File: config.mk
export PLATFORM = sky130hd
export DESIGN_NAME = ifb_flag_bank
export DESIGN_NICKNAME = d
export VERILOG_FILES = /design/src/core/ifb_pkg.sv /design/src/core/ifb_flag_bank.sv
export SDC_FILE = /design/constraint.sdc
export NUM_CORES = 1
export LEC_CHECK = 0
export BUFFER_PORTS_ARGS = -buffer_cell sky130_fd_sc_hd__buf_2
export CAP_MARGIN = 25
export CORE_MARGIN = 5
export CORE_UTILIZATION = 35
export CTS_BUF_LIST = sky130_fd_sc_hd__clkbuf_4 sky130_fd_sc_hd__clkbuf_8
export DETAILED_ROUTE_END_ITERATION = 10
export GPL_TIMING_DRIVEN = 1
export HOLD_SLACK_MARGIN = 0.12
export PLACE_DENSITY = 0.68
export SETUP_SLACK_MARGIN = 0.15
export SYNTH_ARGS = -nofsm -noshare
export SYNTH_HDL_FRONTEND = slang
export SYNTH_SLANG_ARGS = --single-unit
File: constraint.sdc
create_clock -name mclk -period 1.93 [get_ports mclk]
set_clock_uncertainty 0.1 [all_clocks]
set_input_delay 0.193 -clock mclk [delete_from_list [all_inputs] [get_ports mclk]]
set_output_delay 0.193 -clock mclk [all_outputs]
set_load 0.01 [all_outputs]
File: src/core/ifb_pkg.sv
// Package: register map, bit positions and masks of the interrupt flag bank
package ifb_pkg;
   // Register byte offsets on APB
   localparam logic [11:0] IFB_OFF_FLAGS0  = 12'h000;
   localparam logic [11:0] IFB_OFF_FLAGS1  = 12'h004;
   localparam logic [11:0] IFB_OFF_IRQSTAT = 12'h008;
   localparam logic [11:0] IFB_OFF_IRQCLR  = 12'h00c;
   localparam logic [11:0] IFB_OFF_IRQEN   = 12'h010;
   localparam int          IFB_ADDR_W      = 12;
   // Implemented-bit masks of the two flag registers
   localparam logic [15:0] IFB_MASK0       = 16'h3fef;
   localparam logic [15:0] IFB_MASK1       = 16'hfedf;
   // Reset values
   localparam logic [15:0] IFB_RST_FLAGS   = 16'h0000;
   localparam logic [1:0]  IFB_RST_IRQ     = 2'h0;
   // Bit positions, bank 0
   localparam int IFB_B0_ADC = 13, IFB_B0_S1TX = 12, IFB_B0_S1RX = 11, IFB_B0_SPIEV = 10;
   localparam int IFB_B0_SPIFLT = 9, IFB_B0_TMR3 = 8, IFB_B0_TMR2 = 7, IFB_B0_CMP2 = 6;
   localparam int IFB_B0_CAP2 = 5, IFB_B0_TMR1 = 3, IFB_B0_CMP1 = 2, IFB_B0_CAP1 = 1, IFB_B0_EXT0 = 0;
   // Bit positions, bank 1
   localparam int IFB_B1_S2TX = 15, IFB_B1_S2RX = 14, IFB_B1_EXT2 = 13, IFB_B1_TMR5 = 12;
   localparam int IFB_B1_TMR4 = 11, IFB_B1_CMP4 = 10, IFB_B1_CMP3 = 9, IFB_B1_CAP8 = 7;
   localparam int IFB_B1_CAP7 = 6, IFB_B1_EXT1 = 4, IFB_B1_CHG = 3, IFB_B1_CMPR = 2;
   localparam int IFB_B1_I2CM = 1, IFB_B1_I2CS = 0;
   // Summary interrupt status bits (one per bank)
   localparam int IFB_IRQ_BANK0 = 0, IFB_IRQ_BANK1 = 1;
endpackage : ifb_pkg

File: src/core/ifb_flag_bank.sv
// Module: latched interrupt request flag bank with APB slave
`timescale 1ns/1ps
module ifb_flag_bank (
   // Clock, enable, reset
   input  wire logic                        mclk,
   input  wire logic                        clkEn,
   input  wire logic                        rst,
   // APB slave
   input  wire logic                        psel,
   input  wire logic                        penable,
   input  wire logic                        pwrite,
   input  wire logic [ifb_pkg::IFB_ADDR_W-1:0] paddr,
   input  wire logic [31:0]                 pwdata,
   input  wire logic [3:0]                  pstrb,
   output logic      [31:0]                 prdata,
   output logic                             pready,
   output logic                             pslverr,
   // Event pulses, bank 0
   input  wire logic                        adcDone,
   input  wire logic                        serial1Tx,
   input  wire logic                        serial1Rx,
   input  wire logic                        spiPort1Event,
   input  wire logic                        spiPort1Fault,
   input  wire logic                        timer3,
   input  wire logic                        timer2,
   input  wire logic                        compare2,
   input  wire logic                        capture2,
   input  wire logic                        timer1,
   input  wire logic                        compare1,
   input  wire logic                        capture1,
   input  wire logic                        extPin0,
   // Event pulses, bank 1
   input  wire logic                        serial2Tx,
   input  wire logic                        serial2Rx,
   input  wire logic                        extPin2,
   input  wire logic                        timer5,
   input  wire logic                        timer4,
   input  wire logic                        compare4,
   input  wire logic                        compare3,
   input  wire logic                        capture8,
   input  wire logic                        capture7,
   input  wire logic                        extPin1,
   input  wire logic                        changeNotify,
   input  wire logic                        comparator,
   input  wire logic                        i2cMaster1,
   input  wire logic                        i2cSlave1,
   // Flag state to CPU arbitration and interrupt
   output logic      [15:0]                 interruptFlagsBank0,
   output logic      [15:0]                 interruptFlagsBank1,
   output logic                             irq
);
   import ifb_pkg::*;

   // Flag registers and their next values
   logic [15:0] flags0_reg;
   logic [15:0] flags0_next;
   logic [15:0] flags1_reg;
   logic [15:0] flags1_next;

   // Per-bank summary status and its enables
   logic [1:0]  irqStat_reg;
   logic [1:0]  irqStat_next;
   logic [1:0]  irqEn_reg;
   logic [1:0]  irqEn_next;

   // Read data held for the access phase
   logic [31:0] prdata_reg;
   logic [31:0] prdata_next;

   // Event requests placed at their flag positions
   logic [15:0] evt0;
   logic [15:0] evt1;

   // Bus qualifiers
   logic        wrAcc;
   logic        rdAcc;
   logic        addrOk;

   // Register hits of the current transfer
   logic        hitFlags0;
   logic        hitFlags1;
   logic        hitStat;
   logic        hitClr;
   logic        hitEn;

   // Per-register write strobes of the access cycle
   logic        wrFlags0;
   logic        wrFlags1;
   logic        wrClr;
   logic        wrEn;

   // Merge a write into a 16-bit register honouring the two low byte strobes
   function automatic logic [15:0] strbMerge(input logic [15:0] oldV, input logic [31:0] wd,
                                             input logic [3:0] st);
      strbMerge = {st[1] ? wd[15:8] : oldV[15:8],
                   st[0] ? wd[7:0]  : oldV[7:0]};
   endfunction : strbMerge

   // Address match against one register offset
   function automatic logic regHit(input logic [IFB_ADDR_W-1:0] a, input logic [IFB_ADDR_W-1:0] off);
      regHit = (a == off);
   endfunction : regHit

   // Events are or-ed in last so a request in the cycle of a clearing write is never lost
   function automatic logic [15:0] latchEvents(input logic [15:0] cur, input logic [15:0] evt,
                                               input logic [15:0] mask);
      latchEvents = (cur | evt) & mask;
   endfunction : latchEvents

   // Any request of one bank, limited to implemented positions
   function automatic logic anyEvent(input logic [15:0] evt, input logic [15:0] mask);
      anyEvent = |(evt & mask);
   endfunction : anyEvent

   // Flag word as software reads it, unimplemented positions forced to zero
   function automatic logic [31:0] readFlags(input logic [15:0] flags, input logic [15:0] mask);
      readFlags = {16'h0000, flags & mask};
   endfunction : readFlags

   // Event vectors placed in vector order
   always_comb begin
      evt0 = 16'h0000;
      evt1 = 16'h0000;
      evt0[IFB_B0_ADC]    = adcDone;
      evt0[IFB_B0_S1TX]   = serial1Tx;
      evt0[IFB_B0_S1RX]   = serial1Rx;
      evt0[IFB_B0_SPIEV]  = spiPort1Event;
      evt0[IFB_B0_SPIFLT] = spiPort1Fault;
      evt0[IFB_B0_TMR3]   = timer3;
      evt0[IFB_B0_TMR2]   = timer2;
      evt0[IFB_B0_CMP2]   = compare2;
      evt0[IFB_B0_CAP2]   = capture2;
      evt0[IFB_B0_TMR1]   = timer1;
      evt0[IFB_B0_CMP1]   = compare1;
      evt0[IFB_B0_CAP1]   = capture1;
      evt0[IFB_B0_EXT0]   = extPin0;
      evt1[IFB_B1_S2TX]   = serial2Tx;
      evt1[IFB_B1_S2RX]   = serial2Rx;
      evt1[IFB_B1_EXT2]   = extPin2;
      evt1[IFB_B1_TMR5]   = timer5;
      evt1[IFB_B1_TMR4]   = timer4;
      evt1[IFB_B1_CMP4]   = compare4;
      evt1[IFB_B1_CMP3]   = compare3;
      evt1[IFB_B1_CAP8]   = capture8;
      evt1[IFB_B1_CAP7]   = capture7;
      evt1[IFB_B1_EXT1]   = extPin1;
      evt1[IFB_B1_CHG]    = changeNotify;
      evt1[IFB_B1_CMPR]   = comparator;
      evt1[IFB_B1_I2CM]   = i2cMaster1;
      evt1[IFB_B1_I2CS]   = i2cSlave1;
   end

   // Register decode of the addressed word
   assign hitFlags0 = regHit(paddr, IFB_OFF_FLAGS0);
   assign hitFlags1 = regHit(paddr, IFB_OFF_FLAGS1);
   assign hitStat   = regHit(paddr, IFB_OFF_IRQSTAT);
   assign hitClr    = regHit(paddr, IFB_OFF_IRQCLR);
   assign hitEn     = regHit(paddr, IFB_OFF_IRQEN);
   assign addrOk    = hitFlags0 | hitFlags1 | hitStat | hitClr | hitEn;

   // APB qualifiers: zero-wait slave, writes land in the access cycle, reads are captured in setup
   assign wrAcc   = psel & penable & pwrite;
   assign rdAcc   = psel & ~penable & ~pwrite;
   assign pready  = 1'b1;
   assign pslverr = psel & penable & ~addrOk;

   // Write strobes; an unmapped address hits nothing, so its write is dropped
   assign wrFlags0 = wrAcc & hitFlags0;
   assign wrFlags1 = wrAcc & hitFlags1;
   assign wrClr    = wrAcc & hitClr & pstrb[0];
   assign wrEn     = wrAcc & hitEn & pstrb[0];

   // Bank 0 next value: software write first, then events on top
   always_comb begin
      flags0_next = flags0_reg;
      if (wrFlags0) begin
         flags0_next = strbMerge(flags0_reg, pwdata, pstrb);
      end
      flags0_next = latchEvents(flags0_next, evt0, IFB_MASK0);
   end

   // Bank 0 register, cleared by reset and frozen while clkEn is low
   always_ff @(posedge mclk) begin
      if (rst) begin
         flags0_reg <= IFB_RST_FLAGS;
      end else if (clkEn) begin
         flags0_reg <= flags0_next;
      end
   end

   // Bank 1 next value: software write first, then events on top
   always_comb begin
      flags1_next = flags1_reg;
      if (wrFlags1) begin
         flags1_next = strbMerge(flags1_reg, pwdata, pstrb);
      end
      flags1_next = latchEvents(flags1_next, evt1, IFB_MASK1);
   end

   // Bank 1 register, cleared by reset and frozen while clkEn is low
   always_ff @(posedge mclk) begin
      if (rst) begin
         flags1_reg <= IFB_RST_FLAGS;
      end else if (clkEn) begin
         flags1_reg <= flags1_next;
      end
   end

   // Summary status: the clear register drops bits, a bank event sets its bit
   always_comb begin
      irqStat_next = irqStat_reg;
      if (wrClr) begin
         irqStat_next = irqStat_reg & ~pwdata[1:0];
      end
      // Events applied after the clear so set wins
      irqStat_next[IFB_IRQ_BANK0] = irqStat_next[IFB_IRQ_BANK0] | anyEvent(evt0, IFB_MASK0);
      irqStat_next[IFB_IRQ_BANK1] = irqStat_next[IFB_IRQ_BANK1] | anyEvent(evt1, IFB_MASK1);
   end

   // Summary status register
   always_ff @(posedge mclk) begin
      if (rst) begin
         irqStat_reg <= IFB_RST_IRQ;
      end else if (clkEn) begin
         irqStat_reg <= irqStat_next;
      end
   end

   // Enable register: whole-field write through the low byte strobe
   always_comb begin
      irqEn_next = irqEn_reg;
      if (wrEn) begin
         irqEn_next = pwdata[1:0];
      end
   end

   // Enable register
   always_ff @(posedge mclk) begin
      if (rst) begin
         irqEn_reg <= IFB_RST_IRQ;
      end else if (clkEn) begin
         irqEn_reg <= irqEn_next;
      end
   end

   // Read data captured at the setup edge and held through the access phase;
   // it stands until the next read setup
   always_comb begin
      prdata_next = prdata_reg;
      if (rdAcc) begin
         case (paddr)
            IFB_OFF_FLAGS0: begin
               prdata_next = readFlags(flags0_reg, IFB_MASK0);
            end
            IFB_OFF_FLAGS1: begin
               prdata_next = readFlags(flags1_reg, IFB_MASK1);
            end
            IFB_OFF_IRQSTAT: begin
               prdata_next = {30'h0, irqStat_reg};
            end
            IFB_OFF_IRQEN: begin
               prdata_next = {30'h0, irqEn_reg};
            end
            // Clear register is write-only and reads as zero, like an unmapped address
            default: begin
               prdata_next = 32'h00000000;
            end
         endcase
      end
   end

   // Read data register
   always_ff @(posedge mclk) begin
      if (rst) begin
         prdata_reg <= 32'h00000000;
      end else if (clkEn) begin
         prdata_reg <= prdata_next;
      end
   end

   // Outputs
   assign prdata              = prdata_reg;
   assign interruptFlagsBank0 = flags0_reg;
   assign interruptFlagsBank1 = flags1_reg;
   assign irq                 = |(irqStat_reg & irqEn_reg);
endmodule : ifb_flag_bank

==> results of run 1 <==
-- synthesized netlist by cell type (all sizes together) (3+ instances only) --
cell and count:
a211oi 6, a21oi 31, a221oi 11, a22o 3, a31oi 4, a32oi 9, and4 4, buf 31
clkbuf 8, dfxtp 47, mux2i 9, nand2 27, nand3 10, nand4 6, nor2 6, nor3 13
nor4 13, o21ai 29
-- logic make-up after synthesis --
kind of cell	share of synthesized area
mux	0.0455
buf+inv	0.110
other cells	0.00304
simple gates	0.208
compound gates	0.252
flops	0.380
-- per-stage QoR --
step | hold WS, ns | setup WS [ns] | cells | power [uW] | cell area (sq um)
global placement | 0.328 | 0.190 | 480 | 1410 | 3040
global route | 0.147 | 0.323 | 505 | 2260 | 3320
detailed placement | 0.341 | 0.150 | 480 | 1410 | 3040
CTS | 0.128 | 0.397 | 505 | 2170 | 3320
floorplan | 0.245 | 0.498 | 304 | 1270 | 2550
finish | 0.139 | 0.376 | 505 | 2160 | 3320
-- final cells by class --
cell class	count	area share
clock buffers	5	0.0207
flip-flops and latches	47	0.283
well taps	96	0.0362
multi-input cells	217	0.402
clock inverters	3	0.0132
inverters	1	0.00113
repair buffers	136	0.243
-- power breakdown --
group,leakage [uW],internal (uW),switching [uW],total [uW]
sequential,0.000386,1010,34.5,1050
combinational,0.00101,167,211,378
clock,0.0000581,386,347,733
total,0.00146,1560,593,2160
-- critical path: stages --
cell and delay (ns):
buf_2 0.11, nor4_4 0.36, and4_1 0.52, nand2_4 0.13, a221oi_1 0.33
-- worst min path at each step --
stage                                   end  cells after the start
floorplan                      irqEn_reg[0]                      2
global placement                  prdata[7]                      2
detailed placement               prdata[12]                      2
CTS                  interruptFlagsBank0[6]                      3
global route        interruptFlagsBank1[14]                      3
finish              interruptFlagsBank1[14]                      3
-- routing by layer --
metal / vias to the layer above / part of all wire / track usage
met5: - / 0 / 0
li1: 1284 / - / -
met3: 25 / 0.077 / 0.0369
met1: 1236 / 0.42 / 0.230
met2: 149 / 0.48 / 0.308
met4: 0 / 0.030 / 0.0830
-- repair_timing --
item | 4_1_cts | 5_1_grt
setup buffers | 0 | 0
hold endpoints to repair | 12 | 0
hold buffers | 17 | 0
==> impl_metrics.toml, run 1 <==
[sta]
setup_viol = 0
fin_crit_sh = 0.805
hold_viol_final = 0
fmax_mhz = 644
report.final.slew_viol_count = 0
tns_ns = 0
min_period_ns = 1.55
rsz0062_at_grt = "no"

[clocking]
cts_buffer_depth = 2
numCtsBuffers = 5
cts_tree = "done"
root_buffer = "clkbuf_8"
cts_max_level = 2
clkTransAtPathRegs_ns = 0.09
cts_repair_resize_count = 0
insertion_delay_ns = 0.31
cts_sinks = 47

[critical_path]
startpoint = "paddr[9]"
r2r_setup_slack_ns = 0.68
cp-end-kind = "flip-flop"
reg2reg_to = "prdata[0]"
worstPathRequired_ns = 2.03
worstPathMaxFanout = 7
reg2regPathDepth = 4
r2r-start = "interruptFlagsBank1[0]"
crit_path_end = "interruptFlagsBank0[10]"
crit_arrival_ns = 1.65
crit_path_start_kind = "input pin"
path_class = "input pin to flip-flop"

[route]
drc = 0
ant_nets = 0
totalWireLength_microns = 8470
via_per_inst = 5.33
vias = 2694
drt_iter0_drc = 191
wire_per_inst_microns = 16.8
drt-pass1-iter-count = 4

[floorplanning]
die_area_sq_um = 8850
placementRows = 30
dieWidth_microns = 94.1
core-area_sq_um = 6830
die_h_microns = 94.1
ios = 148
initial_core_util = 0.362

[synthesis]
ys_types = 38
synth_cells = 284
yosysTopAreaCell = "dfxtp_1"
yosysWarnings = 0
synthTopCellsByArea = "dfxtp_1, buf_4, a21oi_1, o21ai_0, mux2i_1"
synth.avg_cell_area_sq_um = 8.71
syn-cell-area_sq_um = 2470
synth_top_cell_area_share = 0.380
synth_seq_area_share = 0.380
synth-async-reset-ratio = 0
synth_ff_type = "dfxtp_1"
synth_edf_count = 0
ys_ff_latch = 47

[final_layout]
final_nets = 489
final_util = 0.486
drive_gt1_frac = 0.347
final_common_cell = "buf_2"
multi_input_area_sq_um = 1340
largest_reg_flops = 16
nFillCells = 690
diodes = 0
layout_common_cells = "buf_2, dfxtp_1, a21oi_1"
area_delta_synth_final_pct = 34.2
seqCellArea_sq_um = 941

[global_route]
overflow = 0
grt_pass1_wl_microns = 12800
grt_util_all_layers = 0.185
grt_max_degree = 34
antenna_found_initial = 0
grt_pass1_vias = 2506

[power]
p_leak_uw = 0.00146
peakVddDrop_mv = 0.270
powerDensity_nw_per_um2 = 649

[place]
port_buffers = 107
dp_hpwl_microns = 6310
globalplace.congestion = 0.882

[min_path]
min_from = "pwdata[14]"
worstHoldPathType = "input pin to flip-flop"

[job]
maxCapViolations = 0

[status]
outcome = "complete, no violations"
No activity file was read; power rests on OpenSTA's default activity.
==> run 2: changes to the inputs <==
--- a/config.mk
+++ b/config.mk
@@ -5,6 +5,7 @@
 export SDC_FILE = /design/constraint.sdc
 export NUM_CORES = 1
 export LEC_CHECK = 0
+export ABC_AREA = 1
 export BUFFER_PORTS_ARGS = -buffer_cell sky130_fd_sc_hd__buf_2
 export CAP_MARGIN = 25
 export CORE_MARGIN = 5
@@ -13,7 +14,7 @@
 export DETAILED_ROUTE_END_ITERATION = 10
 export GPL_TIMING_DRIVEN = 1
 export HOLD_SLACK_MARGIN = 0.12
-export PLACE_DENSITY = 0.68
+export PLACE_DENSITY = 0.66
 export SETUP_SLACK_MARGIN = 0.15
 export SYNTH_ARGS = -nofsm -noshare
 export SYNTH_HDL_FRONTEND = slang
==> constraint.sdc (replaced) <==
create_clock -name mclk -period 1.59 [get_ports mclk]
set_clock_uncertainty 0.1 [all_clocks]
set_input_delay 0.159 -clock mclk [delete_from_list [all_inputs] [get_ports mclk]]
set_output_delay 0.159 -clock mclk [all_outputs]
set_load 0.01 [all_outputs]
==> run 2 against run 1 <==
Net effect:
- flip-flop and latch count stayed put
- via count is 22% higher
- combinational power is 30% higher
- non-clock buffer count is 15 higher
- first-iteration DRC count is 27% higher
- total power is 18% higher
- clock-buffer cell count is 1 higher
- critical endpoint is now irqStat_reg[0]
==> impl_metrics.toml, run 2 <==
[floorplanning]
initial_core_util = 0.356
die_h_microns = 98.4
ios = 148
die_area_sq_um = 9680
core-area_sq_um = 7690
placementRows = 32
dieWidth_microns = 98.4

[sta]
min_period_ns = 1.43
report.final.slew_viol_count = 0
rsz0062_at_grt = "yes"
tns_ns = 0
fmax_mhz = 700
hold_viol_final = 0
layout_setup_ws_ns = 0.162
fin_crit_sh = 0.898
setup_viol = 0

[synthesis]
synthTopCellsByArea = "dfxtp_1, nand2_1, a21oi_1, buf_4, nand3_1"
synth_ff_type = "dfxtp_1"
synth-async-reset-ratio = 0
synth_top_family_by_area = "simple AND/OR/NAND/NOR gates"
syn-cell-area_sq_um = 2730
synth-simple-area-share = 0.351
ys_types = 26
synth_xor_area_frac = 0
synthAdderAreaFrac = 0
ys_ff_latch = 47
synth_cells = 425
synth_edf_count = 0
synth.avg_cell_area_sq_um = 6.43
yosysTopAreaCell = "dfxtp_1"
synthTopCellsByCount = "nand2_1, dfxtp_1, a21oi_1"
synth_top_cell_area_share = 0.344
yosysMostFrequentCell = "nand2_1"
synth-compound-area-share = 0.151
synth_mux_area_frac = 0
yosysWarnings = 0
synth_seq_area_share = 0.344

[clocking]
insertion_delay_ns = 0.30
cts_buffer_depth = 2
numCtsBuffers = 5
clkTransAtPathRegs_ns = 0.09
cts_sinks = 47
cts_max_level = 2
root_buffer = "clkbuf_8"
cts_tree = "done"

[global_route]
antenna_found_initial = 0
grt_pass1_wl_microns = 15000
grt_util_all_layers = 0.191
grt_max_degree = 23
overflow = 0
grt_pass1_vias = 3146

[route]
via_per_inst = 4.94
drt_iter0_drc = 243
wire_per_inst_microns = 14.4
drt-pass1-iter-count = 5
totalWireLength_microns = 9610
drc = 0
vias = 3294
ant_nets = 0

[status]
outcome = "complete, no violations"

[final_layout]
drive_gt1_frac = 0.297
nFillCells = 816
diodes = 0
layout_common_cells = "nand2_1, buf_2, dfxtp_1"
multi_input_area_sq_um = 1550
area_delta_synth_final_pct = 39.3
largest_reg_flops = 16
final_nets = 645
fin_cells = 667
seqCellArea_sq_um = 941
final_common_cell = "nand2_1"

[critical_path]
path_class = "input pin to flip-flop"
worstPathRequired_ns = 1.67
reg2regPathDepth = 6
cp_slowest_stage_delay_ns = 0.55
r2r-start = "interruptFlagsBank0[6]"
crit_arrival_ns = 1.51
cp-end-kind = "flip-flop"
crit_chain = "dlygate4sd3_1 -> buf_2 -> nor3_1 -> nand4_1 -> nand2_1 -> a21oi_1"
reg2reg_to = "interruptFlagsBank0[6]"
startpoint = "capture1"
r2r_setup_slack_ns = 0.42
crit_path_start_kind = "input pin"
slowest_stage = "dlygate4sd3_1"
crit_path_end = "irqStat_reg[0]"
worstPathMaxFanout = 2

[min_path]
worstHoldPathType = "input pin to flip-flop"
hold-path-cell-count = 5

[place]
dp_hpwl_microns = 7330
place_ws_ns = 0.0562
dp_cells = 631
port_buffers = 107
globalplace.congestion = 0.965

[power]
powerDensity_nw_per_um2 = 671
peakVddDrop_mv = 0.313
p_leak_uw = 0.00192

[job]
maxCapViolations = 0
## run 2: changes by cell type after synthesis, moves of 5 or more
cell      delta
a221oi_2     -6
nor3_1       -9
a221oi_1     -5
mux2i_1      -9
nor4_1       -7
nand3_1     +25
nor2_1      +29
a211oi_1     -6
inv_1       +33
inv_2        +5
a32oi_1      -9
nand2_1     +95
a21oi_1     +14
## run 2: final cells by class
class / instances / share of cell area
timing repair buffer: 151 / 0.248
multi-input combinational: 320 / 0.406
tap: 102 / 0.0335
clock inverter: 2 / 0.00427
inverter: 39 / 0.0391
clock buffer: 6 / 0.0217
sequential: 47 / 0.247
## run 2: what timing repair did
item	CTS	global route
pin swaps	4	3
gates resized for setup	15	8
buffers inserted	2	2
endpoints found under the hold margin	21	0
hold buffers	24	0
setup endpoints to repair	1	3
## run 2: cells by family after synthesis
| group | after synthesis |
|---|---|
| AND/OR/NAND/NOR | 219 |
| AO/OA/AOI/OAI | 79 |
| buffers and inverters | 78 |
| other | 2 |
| flip-flops | 47 |
## run 2: metrics by stage
stage	hold slack, ns	area (sq um)	total power (uW)	util
global route	0.160	3810	2680	0.495
floorplan	0.228	2810	1560	-
global placement	0.355	3340	1730	0.434
detailed placement	0.356	3340	1730	0.434
finish	0.129	3810	2550	0.495
CTS	0.122	3760	2550	0.489
## run 2: power by group
group | switching, uW | total (uW) | internal, uW
clock | 425 | 781 | 356
sequential | 50.4 | 1280 | 1230
combinational | 280 | 491 | 210
total | 756 | 2550 | 1800
## run 2: critical path: cells and delay by family
| kind | cells | cell delay [ns] |
|---|---|---|
| simple gates | 3 | 0.60 |
| buf+inv | 2 | 0.68 |
| compound gates | 1 | 0.07 |
## run 2: how the worst min path moves through the flow
stage                      start  slack, ns                      end
CTS                 changeNotify       0.12   interruptFlagsBank1[3]
finish                    timer4       0.13  interruptFlagsBank1[11]
global placement       prdata[3]       0.35                prdata[3]
global route              timer4       0.16  interruptFlagsBank1[11]
floorplan                extPin0       0.23   interruptFlagsBank0[0]
detailed placement     prdata[0]       0.36                prdata[0]
## run 2: layer usage
layer,global-route usage,routed length (microns),vias to the layer above,part of all wire
met4,0.0767,226,0,0.024
met3,0.0336,896,20,0.093
met2,0.310,4490,183,0.47
met1,0.250,3990,1478,0.42
met5,0,0,-,0
li1,-,-,1613,-
